--- src/core/bsp_defines.svh ---
// Constants for the burst stop and precharge sequencer
`ifndef BSP_DEFINES_SVH
`define BSP_DEFINES_SVH

`define BSP_CA_W        10
`define BSP_DQ_W        16
`define BSP_DM_W        2
`define BSP_BANKS       8
`define BSP_BANK_W      3
`define BSP_PIN_W       29
`define BSP_TICK_W      8
`define BSP_GRP_W       64
`define BSP_BE_W        8
`define BSP_WBUF_W      75

// Positions inside the synchronised pin vector
`define BSP_P_CS        28
`define BSP_P_CA_HI     27
`define BSP_P_CA_LO     18
`define BSP_P_DQ_HI     17
`define BSP_P_DQ_LO     2
`define BSP_P_DM_HI     1
`define BSP_P_DM_LO     0

// Command/address field positions
`define BSP_CA_OP0      0
`define BSP_CA_OP1      1
`define BSP_CA_OP2      2
`define BSP_CA_OP3      3
`define BSP_CA_AP       0
`define BSP_CA_AB       4
`define BSP_CA_BA_LO    7
`define BSP_CA_BA_HI    9

// Counts and fixed values
`define BSP_ONE8        8'h01
`define BSP_ZERO8       8'h00
`define BSP_AGE_MAX     8'hff
`define BSP_BL_HALF_MIN 8'h02
`define BSP_TRTP_BASE   4'h2
`define BSP_LAST_BEAT   2'h3
`define BSP_BEAT_ONE    2'h1
`define BSP_ALL_BANKS   8'hff
`define BSP_BANK0       8'h01
`define BSP_BA_LOW_KEEP 2'h3

`endif

--- src/core/bsp_pkg.sv ---
// Types shared by the burst stop and precharge sequencer
`default_nettype none
package bsp_pkg;
    typedef enum logic [1:0] {bsp_k_none, bsp_k_rd, bsp_k_wr} bsp_kind_t;
endpackage
`default_nettype wire

--- src/core/bsp_wbuf.sv ---
// Two-entry buffer between write prefetch assembly and the array port
`timescale 1ns/10ps
`default_nettype none
module bsp_wbuf #(
    parameter int W = 8
) (
    input  wire logic         clk_in,
    input  wire logic         arst_n_in,
    input  wire logic         in_valid_in,
    input  wire logic [W-1:0] in_data_in,
    output var  logic         in_ready_out,
    output var  logic         out_valid_out,
    output var  logic [W-1:0] out_data_out,
    input  wire logic         out_ready_in
);
    logic [W-1:0] d1;
    logic         v1;
    logic [W-1:0] next_d0;
    logic [W-1:0] next_d1;
    logic         next_v0;
    logic         next_v1;

    // Head entry always sits in slot 0 so the outputs are flops
    always_comb begin
        next_d0 = out_data_out;
        next_d1 = d1;
        next_v0 = out_valid_out;
        next_v1 = v1;
        if (out_valid_out && out_ready_in) begin
            next_d0 = d1;
            next_v0 = v1;
            next_v1 = 1'b0;
        end
        if (in_valid_in && !v1) begin
            if (!next_v0) begin
                next_d0 = in_data_in;
                next_v0 = 1'b1;
            end else begin
                next_d1 = in_data_in;
                next_v1 = 1'b1;
            end
        end
    end

    always_ff @(posedge clk_in or negedge arst_n_in) begin
        if (!arst_n_in) begin
            out_data_out  <= '0;
            d1            <= '0;
            out_valid_out <= 1'b0;
            v1            <= 1'b0;
            in_ready_out  <= 1'b0;
        end else begin
            out_data_out  <= next_d0;
            d1            <= next_d1;
            out_valid_out <= next_v0;
            v1            <= next_v1;
            in_ready_out  <= !next_v1;
        end
    end
endmodule // bsp_wbuf
`default_nettype wire

--- src/core/bsp_core.sv ---
// Burst stop, write interrupt and precharge sequencing on the device side
`timescale 1ns/10ps
`default_nettype none
`include "bsp_defines.svh"

// Function
// - Interrupted write length is twice the cycles between the two WRITEs.
// - BST decodes as chip select low, CA0 CA1 high, CA2 CA3 low.
// - Truncated burst length is twice the cycles from access to BST.
// - BST hits the latest access; data stops RL or WL cycles later.
// - Each byte lane mask, timed like data, leaves that byte unwritten.
// - PRECHARGE decodes as chip select low, CA0 CA1 CA3 high, CA2 low.
// - All-bank flag closes all; else bank bits pick one, top bit ignored if 4-bank.
// - Writes go to the array in complete groups of four beats.
// - Auto-precharge bit low leaves the bank open after the burst.
// - Auto-precharge bit high closes the bank at the earliest legal moment; one is held at a time, and a later access with the bit high replaces it.
// - Auto-precharge bit is CA0 on the falling edge of the access.
// - Read auto precharge starts at max(BL/2, BL/2-2+RU(tRTP/tCK)).
// - Write auto precharge starts WL+BL/2+1+tWR cycles after the WRITE.
module bsp_core import bsp_pkg::*; (
    input  wire logic                      clk_in,
    input  wire logic                      arst_n_in,
    input  wire logic                      ck_in,
    input  wire logic                      cs_n_in,
    input  wire logic [`BSP_CA_W-1:0]      ca_in,
    input  wire logic [`BSP_DQ_W-1:0]      dq_in,
    input  wire logic [`BSP_DM_W-1:0]      dm_in,
    input  wire logic [1:0]                bl_cfg_in,
    input  wire logic [3:0]                rl_cfg_in,
    input  wire logic [3:0]                wl_cfg_in,
    input  wire logic [3:0]                twr_cfg_in,
    input  wire logic [3:0]                trtp_cfg_in,
    input  wire logic                      eight_bank_in,
    input  wire logic                      arr_wr_ready_in,
    output var  logic [`BSP_BANKS-1:0]     bank_open_out,
    output var  logic                      prech_out,
    output var  logic [`BSP_BANKS-1:0]     prech_mask_out,
    output var  logic                      rd_burst_out,
    output var  logic                      wr_burst_out,
    output var  logic                      cut_out,
    output var  logic [`BSP_TICK_W-1:0]    cut_bl_out,
    output var  logic                      arr_wr_valid_out,
    output var  logic [`BSP_GRP_W-1:0]     arr_wr_data_out,
    output var  logic [`BSP_BE_W-1:0]      arr_wr_be_out,
    output var  logic [`BSP_BANK_W-1:0]    arr_wr_bank_out,
    output var  logic                      wr_room_out,
    output var  logic                      wr_ovf_out
);
    // ****************
    // Pin synchronisers
    // ****************
    logic                     ck_s1, ck_s2, ck_s3;
    logic [`BSP_PIN_W-1:0]    pin_s1, pin_s2, pin_s3;

    always_ff @(posedge clk_in or negedge arst_n_in) begin
        if (!arst_n_in) begin
            ck_s1  <= 1'b0;
            ck_s2  <= 1'b0;
            ck_s3  <= 1'b0;
            pin_s1 <= '0;
            pin_s2 <= '0;
            pin_s3 <= '0;
        end else begin
            ck_s1  <= ck_in;
            ck_s2  <= ck_s1;
            ck_s3  <= ck_s2;
            pin_s1 <= {cs_n_in, ca_in, dq_in, dm_in};
            pin_s2 <= pin_s1;
            pin_s3 <= pin_s2;
        end
    end

    logic                     cs_n;
    logic [`BSP_CA_W-1:0]     ca;
    logic [`BSP_DQ_W-1:0]     dq;
    logic [`BSP_DM_W-1:0]     dm;
    logic                     is_rw, is_rd, is_wr, is_bst, is_pre, is_act;
    logic [`BSP_BANK_W-1:0]   bank;
    logic [`BSP_TICK_W-1:0]   bl_half, rl8, wl8, twr8, trtp_x;

    assign cs_n    = pin_s3[`BSP_P_CS];
    assign ca      = pin_s3[`BSP_P_CA_HI:`BSP_P_CA_LO];
    assign dq      = pin_s3[`BSP_P_DQ_HI:`BSP_P_DQ_LO];
    assign dm      = pin_s3[`BSP_P_DM_HI:`BSP_P_DM_LO];
    assign is_rw   = ca[`BSP_CA_OP0] && !ca[`BSP_CA_OP1];
    assign is_rd   = is_rw && ca[`BSP_CA_OP2];
    assign is_wr   = is_rw && !ca[`BSP_CA_OP2];
    assign is_bst  = ca[`BSP_CA_OP0] && ca[`BSP_CA_OP1] && !ca[`BSP_CA_OP2]
                     && !ca[`BSP_CA_OP3];
    assign is_pre  = ca[`BSP_CA_OP0] && ca[`BSP_CA_OP1] && !ca[`BSP_CA_OP2]
                     && ca[`BSP_CA_OP3];
    assign is_act  = !ca[`BSP_CA_OP0] && !ca[`BSP_CA_OP1];
    // Four-bank parts drop the top bank bit
    assign bank    = ca[`BSP_CA_BA_HI:`BSP_CA_BA_LO]
                     & {eight_bank_in, `BSP_BA_LOW_KEEP};
    assign bl_half = `BSP_BL_HALF_MIN << bl_cfg_in;
    assign rl8     = {4'h0, rl_cfg_in};
    assign wl8     = {4'h0, wl_cfg_in};
    assign twr8    = {4'h0, twr_cfg_in};
    assign trtp_x  = (trtp_cfg_in > `BSP_TRTP_BASE) ?
                     {4'h0, trtp_cfg_in - `BSP_TRTP_BASE} : `BSP_ZERO8;

    // ****************
    // Command sequencing
    // ****************
    logic                     ck_lvl, rise, fall, agree;
    logic [`BSP_TICK_W-1:0]   tick, age, eff_half, ap_tick, a1, tick_n;
    logic [`BSP_TICK_W-1:0]   rd_start, rd_len, wr_start, wr_len;
    bsp_kind_t                kind, next_kind;
    logic                     bst_done, cmd_pend, cmd_wr, ap_pend;
    logic [`BSP_BANK_W-1:0]   cmd_bank, ap_bank, wr_bank;
    logic                     next_ck_lvl, next_bst_done, next_cmd_pend, next_cmd_wr;
    logic                     next_ap_pend, next_prech, next_rd_burst, next_wr_burst;
    logic                     next_cut;
    logic [`BSP_TICK_W-1:0]   next_tick, next_age, next_eff_half, next_ap_tick;
    logic [`BSP_TICK_W-1:0]   next_rd_start, next_rd_len, next_wr_start, next_wr_len;
    logic [`BSP_TICK_W-1:0]   next_cut_bl;
    logic [`BSP_BANK_W-1:0]   next_cmd_bank, next_ap_bank, next_wr_bank;
    logic [`BSP_BANKS-1:0]    next_bank_open, next_prech_mask;

    always_comb begin
        logic [`BSP_BANKS-1:0] close_mask;
        logic [`BSP_BANKS-1:0] open_mask;
        close_mask      = '0;
        open_mask       = '0;
        agree           = (ck_s2 == ck_s3);
        rise            = agree && ck_s3 && !ck_lvl;
        fall            = agree && !ck_s3 && ck_lvl;
        tick_n          = tick + `BSP_ONE8;
        a1              = (age == `BSP_AGE_MAX) ? age : age + `BSP_ONE8;
        next_ck_lvl     = agree ? ck_s3 : ck_lvl;
        next_tick       = tick;
        next_age        = age;
        next_kind       = kind;
        next_bst_done   = bst_done;
        next_eff_half   = eff_half;
        next_cmd_pend   = cmd_pend;
        next_cmd_wr     = cmd_wr;
        next_cmd_bank   = cmd_bank;
        next_ap_pend    = ap_pend;
        next_ap_tick    = ap_tick;
        next_ap_bank    = ap_bank;
        next_rd_start   = rd_start;
        next_rd_len     = rd_len;
        next_wr_start   = wr_start;
        next_wr_len     = wr_len;
        next_wr_bank    = wr_bank;
        next_bank_open  = bank_open_out;
        next_prech      = 1'b0;
        next_prech_mask = prech_mask_out;
        next_rd_burst   = rd_burst_out;
        next_wr_burst   = wr_burst_out;
        next_cut        = 1'b0;
        next_cut_bl     = cut_bl_out;
        if (rise) begin
            next_tick = tick_n;
            next_age  = a1;
            if (ap_pend && tick_n == ap_tick) begin
                close_mask   = `BSP_BANK0 << ap_bank;
                next_ap_pend = 1'b0;
            end
            if (!cs_n && is_rw) begin
                // Same-kind command before the old burst ends interrupts it
                if (kind != bsp_k_none && is_wr == (kind == bsp_k_wr) && a1 < eff_half) begin
                    next_cut    = 1'b1;
                    next_cut_bl = a1 << 1;
                end
                if (is_rd) begin
                    if (!(kind == bsp_k_rd && a1 < eff_half)) begin
                        next_rd_start = tick_n + rl8;
                    end
                    next_rd_len = tick_n + rl8 + bl_half - next_rd_start;
                    next_kind   = bsp_k_rd;
                end else begin
                    if (!(kind == bsp_k_wr && a1 < eff_half)) begin
                        next_wr_start = tick_n + wl8;
                    end
                    next_wr_len  = tick_n + wl8 + bl_half - next_wr_start;
                    next_wr_bank = bank;
                    next_kind    = bsp_k_wr;
                end
                next_age      = `BSP_ZERO8;
                next_eff_half = bl_half;
                next_bst_done = 1'b0;
                next_cmd_pend = 1'b1;
                next_cmd_wr   = is_wr;
                next_cmd_bank = bank;
            end else if (!cs_n && is_bst && kind != bsp_k_none && !bst_done) begin
                // Only the latest access is cut; data stops one latency later
                next_bst_done = 1'b1;
                next_cut      = 1'b1;
                next_cut_bl   = a1 << 1;
                next_eff_half = a1;
                if (kind == bsp_k_rd) begin
                    next_rd_len = tick_n + rl8 - rd_start;
                end else begin
                    next_wr_len = tick_n + wl8 - wr_start;
                end
            end else if (!cs_n && is_pre) begin
                close_mask = close_mask
                             | (ca[`BSP_CA_AB] ? `BSP_ALL_BANKS : (`BSP_BANK0 << bank));
            end else if (!cs_n && is_act) begin
                open_mask = `BSP_BANK0 << bank;
            end
            next_bank_open = (bank_open_out & ~close_mask) | open_mask;
            next_prech     = |close_mask;
            if (|close_mask) begin
                next_prech_mask = close_mask;
            end
            next_rd_burst = (tick_n - next_rd_start) < next_rd_len;
            next_wr_burst = (tick_n - next_wr_start) < next_wr_len;
        end
        if (fall && cmd_pend) begin
            next_cmd_pend = 1'b0;
            if (ca[`BSP_CA_AP]) begin
                next_ap_pend = 1'b1;
                next_ap_bank = cmd_bank;
                if (cmd_wr) begin
                    next_ap_tick = tick + wl8 + bl_half + `BSP_ONE8 + twr8;
                end else begin
                    next_ap_tick = tick + bl_half + trtp_x;
                end
            end
        end
    end

    always_ff @(posedge clk_in or negedge arst_n_in) begin
        if (!arst_n_in) begin
            ck_lvl         <= 1'b0;
            tick           <= '0;
            age            <= '0;
            kind           <= bsp_k_none;
            bst_done       <= 1'b0;
            eff_half       <= '0;
            cmd_pend       <= 1'b0;
            cmd_wr         <= 1'b0;
            cmd_bank       <= '0;
            ap_pend        <= 1'b0;
            ap_tick        <= '0;
            ap_bank        <= '0;
            rd_start       <= '0;
            rd_len         <= '0;
            wr_start       <= '0;
            wr_len         <= '0;
            wr_bank        <= '0;
            bank_open_out  <= '0;
            prech_out      <= 1'b0;
            prech_mask_out <= '0;
            rd_burst_out   <= 1'b0;
            wr_burst_out   <= 1'b0;
            cut_out        <= 1'b0;
            cut_bl_out     <= '0;
        end else begin
            ck_lvl         <= next_ck_lvl;
            tick           <= next_tick;
            age            <= next_age;
            kind           <= next_kind;
            bst_done       <= next_bst_done;
            eff_half       <= next_eff_half;
            cmd_pend       <= next_cmd_pend;
            cmd_wr         <= next_cmd_wr;
            cmd_bank       <= next_cmd_bank;
            ap_pend        <= next_ap_pend;
            ap_tick        <= next_ap_tick;
            ap_bank        <= next_ap_bank;
            rd_start       <= next_rd_start;
            rd_len         <= next_rd_len;
            wr_start       <= next_wr_start;
            wr_len         <= next_wr_len;
            wr_bank        <= next_wr_bank;
            bank_open_out  <= next_bank_open;
            prech_out      <= next_prech;
            prech_mask_out <= next_prech_mask;
            rd_burst_out   <= next_rd_burst;
            wr_burst_out   <= next_wr_burst;
            cut_out        <= next_cut;
            cut_bl_out     <= next_cut_bl;
        end
    end

    // ****************
    // Write beat assembly
    // ****************
    logic [1:0]               beat_cnt, next_beat_cnt;
    logic [`BSP_GRP_W-1:0]    grp_data, next_grp_data;
    logic [`BSP_BE_W-1:0]     grp_be, next_grp_be;
    logic                     push_v, next_push_v, next_ovf, buf_ready, beat;
    logic [`BSP_WBUF_W-1:0]   push_pay, next_push_pay, pop_pay;

    always_comb begin
        beat          = (rise && next_wr_burst) || (fall && wr_burst_out);
        next_push_v   = push_v && !buf_ready;
        next_push_pay = push_pay;
        next_ovf      = wr_ovf_out;
        next_beat_cnt = beat_cnt;
        next_grp_data = grp_data;
        next_grp_be   = grp_be;
        if (beat) begin
            next_grp_data = {dq, grp_data[`BSP_GRP_W-1:`BSP_DQ_W]};
            next_grp_be   = {~dm, grp_be[`BSP_BE_W-1:`BSP_DM_W]};
            next_beat_cnt = beat_cnt + `BSP_BEAT_ONE;
            if (beat_cnt == `BSP_LAST_BEAT) begin
                // Only whole four-beat groups reach the array
                if (next_push_v) begin
                    next_ovf = 1'b1;
                end
                next_push_v   = 1'b1;
                next_push_pay = {wr_bank, next_grp_be, next_grp_data};
            end
        end else if (rise && !next_wr_burst) begin
            next_beat_cnt = '0;
        end
    end

    always_ff @(posedge clk_in or negedge arst_n_in) begin
        if (!arst_n_in) begin
            beat_cnt   <= '0;
            grp_data   <= '0;
            grp_be     <= '0;
            push_v     <= 1'b0;
            push_pay   <= '0;
            wr_ovf_out <= 1'b0;
        end else begin
            beat_cnt   <= next_beat_cnt;
            grp_data   <= next_grp_data;
            grp_be     <= next_grp_be;
            push_v     <= next_push_v;
            push_pay   <= next_push_pay;
            wr_ovf_out <= next_ovf;
        end
    end

    bsp_wbuf #(.W(`BSP_WBUF_W)) u_wbuf (
        .clk_in        (clk_in),
        .arst_n_in     (arst_n_in),
        .in_valid_in   (push_v),
        .in_data_in    (push_pay),
        .in_ready_out  (buf_ready),
        .out_valid_out (arr_wr_valid_out),
        .out_data_out  (pop_pay),
        .out_ready_in  (arr_wr_ready_in)
    );

    assign wr_room_out     = buf_ready;
    assign arr_wr_data_out = pop_pay[`BSP_GRP_W-1:0];
    assign arr_wr_be_out   = pop_pay[`BSP_GRP_W+`BSP_BE_W-1:`BSP_GRP_W];
    assign arr_wr_bank_out = pop_pay[`BSP_WBUF_W-1:`BSP_GRP_W+`BSP_BE_W];
endmodule // bsp_core
`default_nettype wire

--- config.mk ---
export PLATFORM = sky130hd
export DESIGN_NAME = bsp_core
export DESIGN_NICKNAME = d
export VERILOG_FILES = /design/src/core/bsp_pkg.sv /design/src/core/bsp_wbuf.sv /design/src/core/bsp_core.sv
export VERILOG_INCLUDE_DIRS = /design/src /design/src/core
export SDC_FILE = /design/constraint.sdc
export NUM_CORES = 1
export LEC_CHECK = 0
export ABC_AREA = 1
export BUFFER_PORTS_ARGS = -buffer_cell sky130_fd_sc_hd__buf_2
export CORE_UTILIZATION = 36
export CTS_CLUSTER_DIAMETER = 150
export DETAILED_ROUTE_END_ITERATION = 8
export PLACE_DENSITY_LB_ADDON = 0.3
export SYNTH_ARGS = -nofsm -noshare
export SYNTH_HDL_FRONTEND = slang
export SYNTH_HIERARCHICAL = 1
export SYNTH_SLANG_ARGS = --single-unit
--- constraint.sdc ---
create_clock -name clk_in -period 6.9 [get_ports clk_in]
set_input_delay 0.69 -clock clk_in [delete_from_list [all_inputs] [get_ports clk_in]]
set_output_delay 0.69 -clock clk_in [all_outputs]
set_load 0.1 [all_outputs]
==> results of run 1 <==
-- cells by family (layout without fill, tap and decap cells) --
logic type               after synthesis  count (layout)  share of synthesized area
AO/OA/AOI/OAI                        266             266                     0.0630
flip-flops                           477             477                      0.504
adder cells (fa/ha/maj)              123             123                     0.0738
multiplexers                           4               4                    0.00190
other                                  1               1                   0.000158
AND/OR/NAND/NOR                     1555            1555                      0.277
buffers and inverters                356             492                     0.0632
XOR/XNOR                              45              45                     0.0166
-- per-layer routing --
layer  routed length (um)  part of all wire
met1                29900              0.48
met2                27900              0.44
met3                 3380             0.054
met4                 1560             0.025
met5                   14           0.00022
-- area by class of cell --
type | count | area, sq um
Tap cell | 855 | 1070
Sequential cell | 477 | 11900
Inverter | 203 | 762
Timing Repair Buffer | 192 | 1150
Clock inverter | 29 | 423
Clock buffer | 68 | 1460
Fill cell | 6619 | 37600
Multi-Input combinational cell | 1994 | 10300
-- synth_stat cells (all sizes together) (21+ instances only) --
cell type  count  area, sq um
a21oi         63          315
buf           86          483
clkbuf        67          251
dfrtp        477        11900
fa            28          561
ha            95         1190
inv          202          758
nand2       1022         3850
nand3        324         1630
nand4         92          576
nor2          89          357
nor3          21          110
o21ai        135          679
xor2          25          219
-- registers in the layout, summed over array words and instances, names as in the netlist, 8 cells and up --
name,flops
wr_len,8
tick,8
bank_open_out,8
u_wbuf/d1,75
rd_len,8
pin_s1,27
ap_tick,8
push_pay,75
rd_start,8
prech_mask_out,8
wr_start,8
pin_s2,27
u_wbuf/out_data_out,75
pin_s3,27
eff_half,8
age,8
grp_data,48
-- how the worst max path moves through the flow --
stage                        from                  endpoint  slack [ns]  cells after the start
3_3_place_gp   age[1]$_DFFE_PN0P_  push_pay[59]$_DFFE_PN0P_        0.67                     33
2_1_floorplan  age[0]$_DFFE_PN0P_  push_pay[18]$_DFFE_PN0P_        1.16                     35
4_1_cts        age[1]$_DFFE_PN0P_  push_pay[69]$_DFFE_PN0P_        0.50                     32
3_5_place_dp   age[1]$_DFFE_PN0P_  push_pay[61]$_DFFE_PN0P_        0.58                     32
6_report       age[1]$_DFFE_PN0P_  push_pay[69]$_DFFE_PN0P_        0.58                     32
5_1_grt        age[1]$_DFFE_PN0P_  push_pay[69]$_DFFE_PN0P_        0.02                     32
-- power breakdown --
part	internal, mW	switching [mW]	total, mW
clock	1.84	1.20	3.04
combinational	1.97	3.28	5.24
sequential	3.29	0.457	3.74
-- stage by stage --
step | area [sq um] | util | cells | total power [mW]
floorplan | 23700 | - | 2827 | 7.70
global placement | 25200 | 0.390 | 3721 | 8.93
detailed placement | 25200 | 0.390 | 3721 | 9.01
CTS | 27100 | 0.419 | 3818 | 12.1
global route | 27100 | 0.419 | 3818 | 13.0
finish | 27100 | 0.419 | 3818 | 12.0
==> results.cfg, run 1 <==
[logic_synthesis]
synth_edf_count = 0
ys_types = 50
syn_inst = 2827
synth_fp_nets = 3002
synth_ff_type = dfrtp_1
syn_area_sq_um = 23700
async_reset_ff_frac = 1.00
ys_warn_count = 6
yosysSeqAreaShare = 0.504
syn_area_per_cell_sq_um = 8.38
synth_seq_cells = 477

[setup_path]
cp_num_buf_inv = 3
r2r_end = push_pay[69]$_DFFE_PN0P_
cp.arrival_ns = 6.79
r2r-start = age[1]$_DFFE_PN0P_
critical_path_class = flip-flop to flip-flop
critPathTopFamily = compound AO/OA/AOI/OAI gates
r2r_cells = 32
cp_slowest_cell = fa_1
cpPeakStageDelay_ns = 0.46
worst-path-max-fanout = 22
reg2reg_slack_ns = 0.58
crit_path_frequent_cell = nand2_1
endpoint_kind = flip-flop
startpoint_type = flip-flop
worstPathRequired_ns = 7.37

[cells_and_area]
final_common_cell = nand2_1
final_nets = 3096
antenna_cells = 0
layout_common_cells = nand2_1 (1011), dfrtp_1 (476), nand3_1 (321)
drive_above_1_share = 0.108
area_delta_synth_final_pct = 14.4

[sta]
min_period_ns = 6.32
period_share = 0.915
tightestPinTransition_ns = 1.11
finalClockSkew_ns = 0.0368
layout_setup_ws_ns = 0.585
finalHoldViolations = 0
fmax_mhz = 158
setup-violations-final = 0
setup-tns-final_ns = 0
slew_violations = 0
fin_hold_ws_ns = 0.185
max_slew_margin = 0.258
rsz0062_at_grt = no

[clocking]
cts.sinks = 477
insertion_delay_ns = 0.61
cts_buffers = 53
holdBufCountCts = 0
cts_resized = 0
post-cts-setup-buffers = 0
cts_tree = done
path_clk_slew_ns = 0.06
h-tree-depth = 2
clockRootBuffer = clkbuf_16
cts_buffer_depth = 3

[placement]
dp.final_hpwl_um = 40000
preCtsSetupSlack_ns = 0.576
place_congestion = 0.874
io_buffers = 154

[floorplan]
fp-row-count = 93
die_w_um = 259
die_h_um = 259
dieArea_sq_um = 66800
io_pins = 158
start_util = 0.366
core_area_sq_um = 64700

[global_routing]
grt_busiest_layer = met2
grt_max_degree = 147
use_met3 = 0.0345
use_met1 = 0.270
grtUsageMet2 = 0.295
track_usage = 0.189
grt_pass1_wl_um = 101000
grt.overflow.total = 0
grt_pass1_vias = 18300
antenna_found_initial = 2

[min_path]
hp-class = input port to flip-flop
worst_hold_path.endpoint = pin_s1[15]$_DFF_PN0_
hold_start = dq_in[13]
holdPathStages = 1

[detailed_routing]
routedWlPerCell_um = 16.4
wl_um = 62800
post-route-drc-count = 0
vias = 19000
via_per_inst = 4.99
drt_iter0_markers = 1443
dr.pass1.iters = 5
ant_nets = 0

[power]
pwr_density_cell_nw_per_um2 = 444
p_leak_nw = 14.5
irDropWorstVdd_mv = 0.261

[outcome]
status = finished clean

[flow_run]
drv_cap = 0
(Power assumes the default switching activity.)
==> run 2: changes to the inputs <==
Settings changed: ABC_AREA 1 to default, CORE_UTILIZATION 36 to 60.
==> results.cfg, run 2 <==
[placement]
io_buffers = 154
place_congestion = 0.893
preCtsSetupSlack_ns = -0.0255
dp.final_hpwl_um = 33400

[logic_synthesis]
synth_seq_cells = 477
syn_area_per_cell_sq_um = 12.5
synth_area_leaders = dfrtp_1 (53%), mux2_2 (15%), ha_1 (5.2%)
synth.most_common_cell = dfrtp_1
yosysSeqAreaShare = 0.525
ys_warn_count = 6
syn_area_sq_um = 22700
async_reset_ff_frac = 1.00
synth_common_cells = dfrtp_1 (477), mux2_2 (308), inv_1 (103)
synth.largest_area_cell = dfrtp_1
ys_types = 68
synth_fp_nets = 1994
synth_ff_type = dfrtp_1
syn_inst = 1819
yosys.area.top_type_share = 0.525
synth_edf_count = 0

[sta]
tightestPinTransition_ns = 1.14
setup-violations-final = 0
layout_setup_ws_ns = 0.284
setup-tns-final_ns = 0
finalClockSkew_ns = 0.0122
max_slew_margin = 0.241
min_period_ns = 6.62
finalHoldViolations = 0
fmax_mhz = 151
period_share = 0.959
slew_violations = 0

[clocking]
clockRootBuffer = clkbuf_16
cts_tree = done
holdBufCountCts = 0
path_clk_slew_ns = 0.06
h-tree-depth = 2
cts_buffers = 49
cts_buffer_depth = 3
cts.sinks = 477
insertion_delay_ns = 0.58

[detailed_routing]
ant_nets = 0
routedWlPerCell_um = 19.7
wl_um = 50100
post-route-drc-count = 0
vias = 14500
via_per_inst = 5.71
drt_iter0_markers = 852
dr.pass1.iters = 6

[cells_and_area]
layout_common_cells = dfrtp_1 (477), mux2_2 (308), buf_2 (153)
final_common_cell = dfrtp_1
drive_above_1_share = 0.303
area_delta_synth_final_pct = 14.1
final_nets = 2170
largestRegisters = push_pay x75, u_wbuf/d1 x75, u_wbuf/out_data_out x75
n_fill_cell = 2581

[setup_path]
critPathTopFamily = compound AO/OA/AOI/OAI gates
critical_path_class = flip-flop to flip-flop
cp_slowest_cell = fa_1
cp.arrival_ns = 7.08
worstPathRequired_ns = 7.36
cp_num_buf_inv = 4
worst-path-max-fanout = 14
cpPeakStageDelay_ns = 0.51
startpoint_type = flip-flop
startpoint = age[1]$_DFFE_PN0P_
r2r-start = age[1]$_DFFE_PN0P_
endpoint_kind = flip-flop

[power]
fin_total_pwr_mw = 13.7
irDropWorstVdd_mv = 0.359
p_leak_nw = 12.9
pwr_density_cell_nw_per_um2 = 529

[floorplan]
io_pins = 158
die_w_um = 197
die_h_um = 197
start_util = 0.615
core_area_sq_um = 37000
fp-row-count = 70
dieArea_sq_um = 38700

[global_routing]
grt_pass1_wl_um = 80900
use_met1 = 0.380
use_met3 = 0.0395
grt_busiest_layer = met2
grt_max_degree = 188
track_usage = 0.269
grtUsageMet2 = 0.431
antenna_found_initial = 0
grt_pass1_vias = 15200
grt.overflow.total = 0

[min_path]
hp-class = input port to async pin

[flow_run]
drv_cap = 0

[outcome]
status = finished clean
-- run 2: cell count changes in the layout (fill, tap and decap cells not counted), sizes merged, moves of 18 or more --
cell   previous run  this run
a21o              5        23
a21oi            63        84
inv             204       107
mux2              4       375
nand2          1022       103
nand3           324        17
nand4            92         7
nor2b             0        19
o21ai           135        87
xnor2            20        54
-- run 2: worst register-to-register path: cells and delay by family, from the launching register on --
family	cells	cell delay [ns]
AOI/OAI and AO/OA	13	2.13
adders and majority gates	5	1.49
and+or+nand+nor	7	1.04
muxes	2	0.66
buffers and inverters	4	0.63
DFF	1	0.39
xor gates and xnor gates	1	0.15
-- run 2: final cells by class --
type	instances	area, sq um	area share
clock buffer	74	1470	0.0567
clock inverter	16	196	0.00757
inverter	104	390	0.0150
sequential	477	11900	0.460
timing repair buffer	197	1230	0.0473
multi-input combinational	1166	10100	0.389
antenna	1	2.50	0.0000965
tap	504	631	0.0243
-- run 2: path summary, 6_finish.rpt --
path | endpoint | slack, ns | cells after the start
setup / recovery | grp_data[29]$_DFFE_PN0P_ | 0.28 | 32
setup reg to reg | grp_data[29]$_DFFE_PN0P_ | 0.28 | 32
max in group asynchronous | push_pay[33]$_DFFE_PN0P_ | 5.29 | 2
min in group clk_in | pin_s1[6]$_DFF_PN0_ | 0.21 | 1
hold reg to reg | pin_s3[6]$_DFF_PN0_ | 0.35 | 0
hold / removal | cut_bl_out[4]$_DFFE_PN0P_ | 0.11 | 1
-- run 2: metrics by stage --
step / utilization / area, sq um / cells / hold WS (ns)
after floorplan: - / 22700 / 1819 / 0.331
after global placement: 0.650 / 24000 / 2437 / 0.332
after detailed placement: 0.650 / 24000 / 2437 / 0.335
after global routing: 0.702 / 25900 / 2538 / 0.176
final: 0.702 / 25900 / 2539 / 0.105
after CTS: 0.698 / 25800 / 2530 / 0.138
-- run 2: per-layer routing --
layer,vias up,part of all wire
li1,6712,-
met4,0,0.025
met1,7339,0.46
met2,357,0.47
met5,-,0
met3,88,0.046
-- run 2: logic make-up (layout without fill, tap and decap cells) --
family                   Yosys count  after routing  share of synthesized area
AO/OA/AOI/OAI                    287            287                     0.0769
flip-flops                       477            477                      0.525
multiplexers                     390            390                      0.193
AND/OR/NAND/NOR                  284            284                     0.0580
XOR/XNOR                          81             81                     0.0336
buffers and inverters            176            391                     0.0362
adder cells (fa/ha/maj)          123            123                     0.0770
other                              1              2                   0.000165
-- run 2: power by group --
| group | leakage (nW) | internal [mW] | switching (mW) |
|---|---|---|---|
| Clock | 0.826 | 1.59 | 1.10 |
| Combinational | 6.00 | 2.85 | 4.18 |
| Sequential | 6.12 | 3.47 | 0.534 |
| Total | 12.9 | 7.91 | 5.82 |
-- run 2: timing repair --
item | 4_1_cts | 5_1_grt
setup endpoints to repair | 122 | 134
cloned | 2 | 1
buffers inserted | 1 | 8
hold endpoints to repair | 0 | 0
resized for setup | 9 | 23
pin swaps | 1 | 9
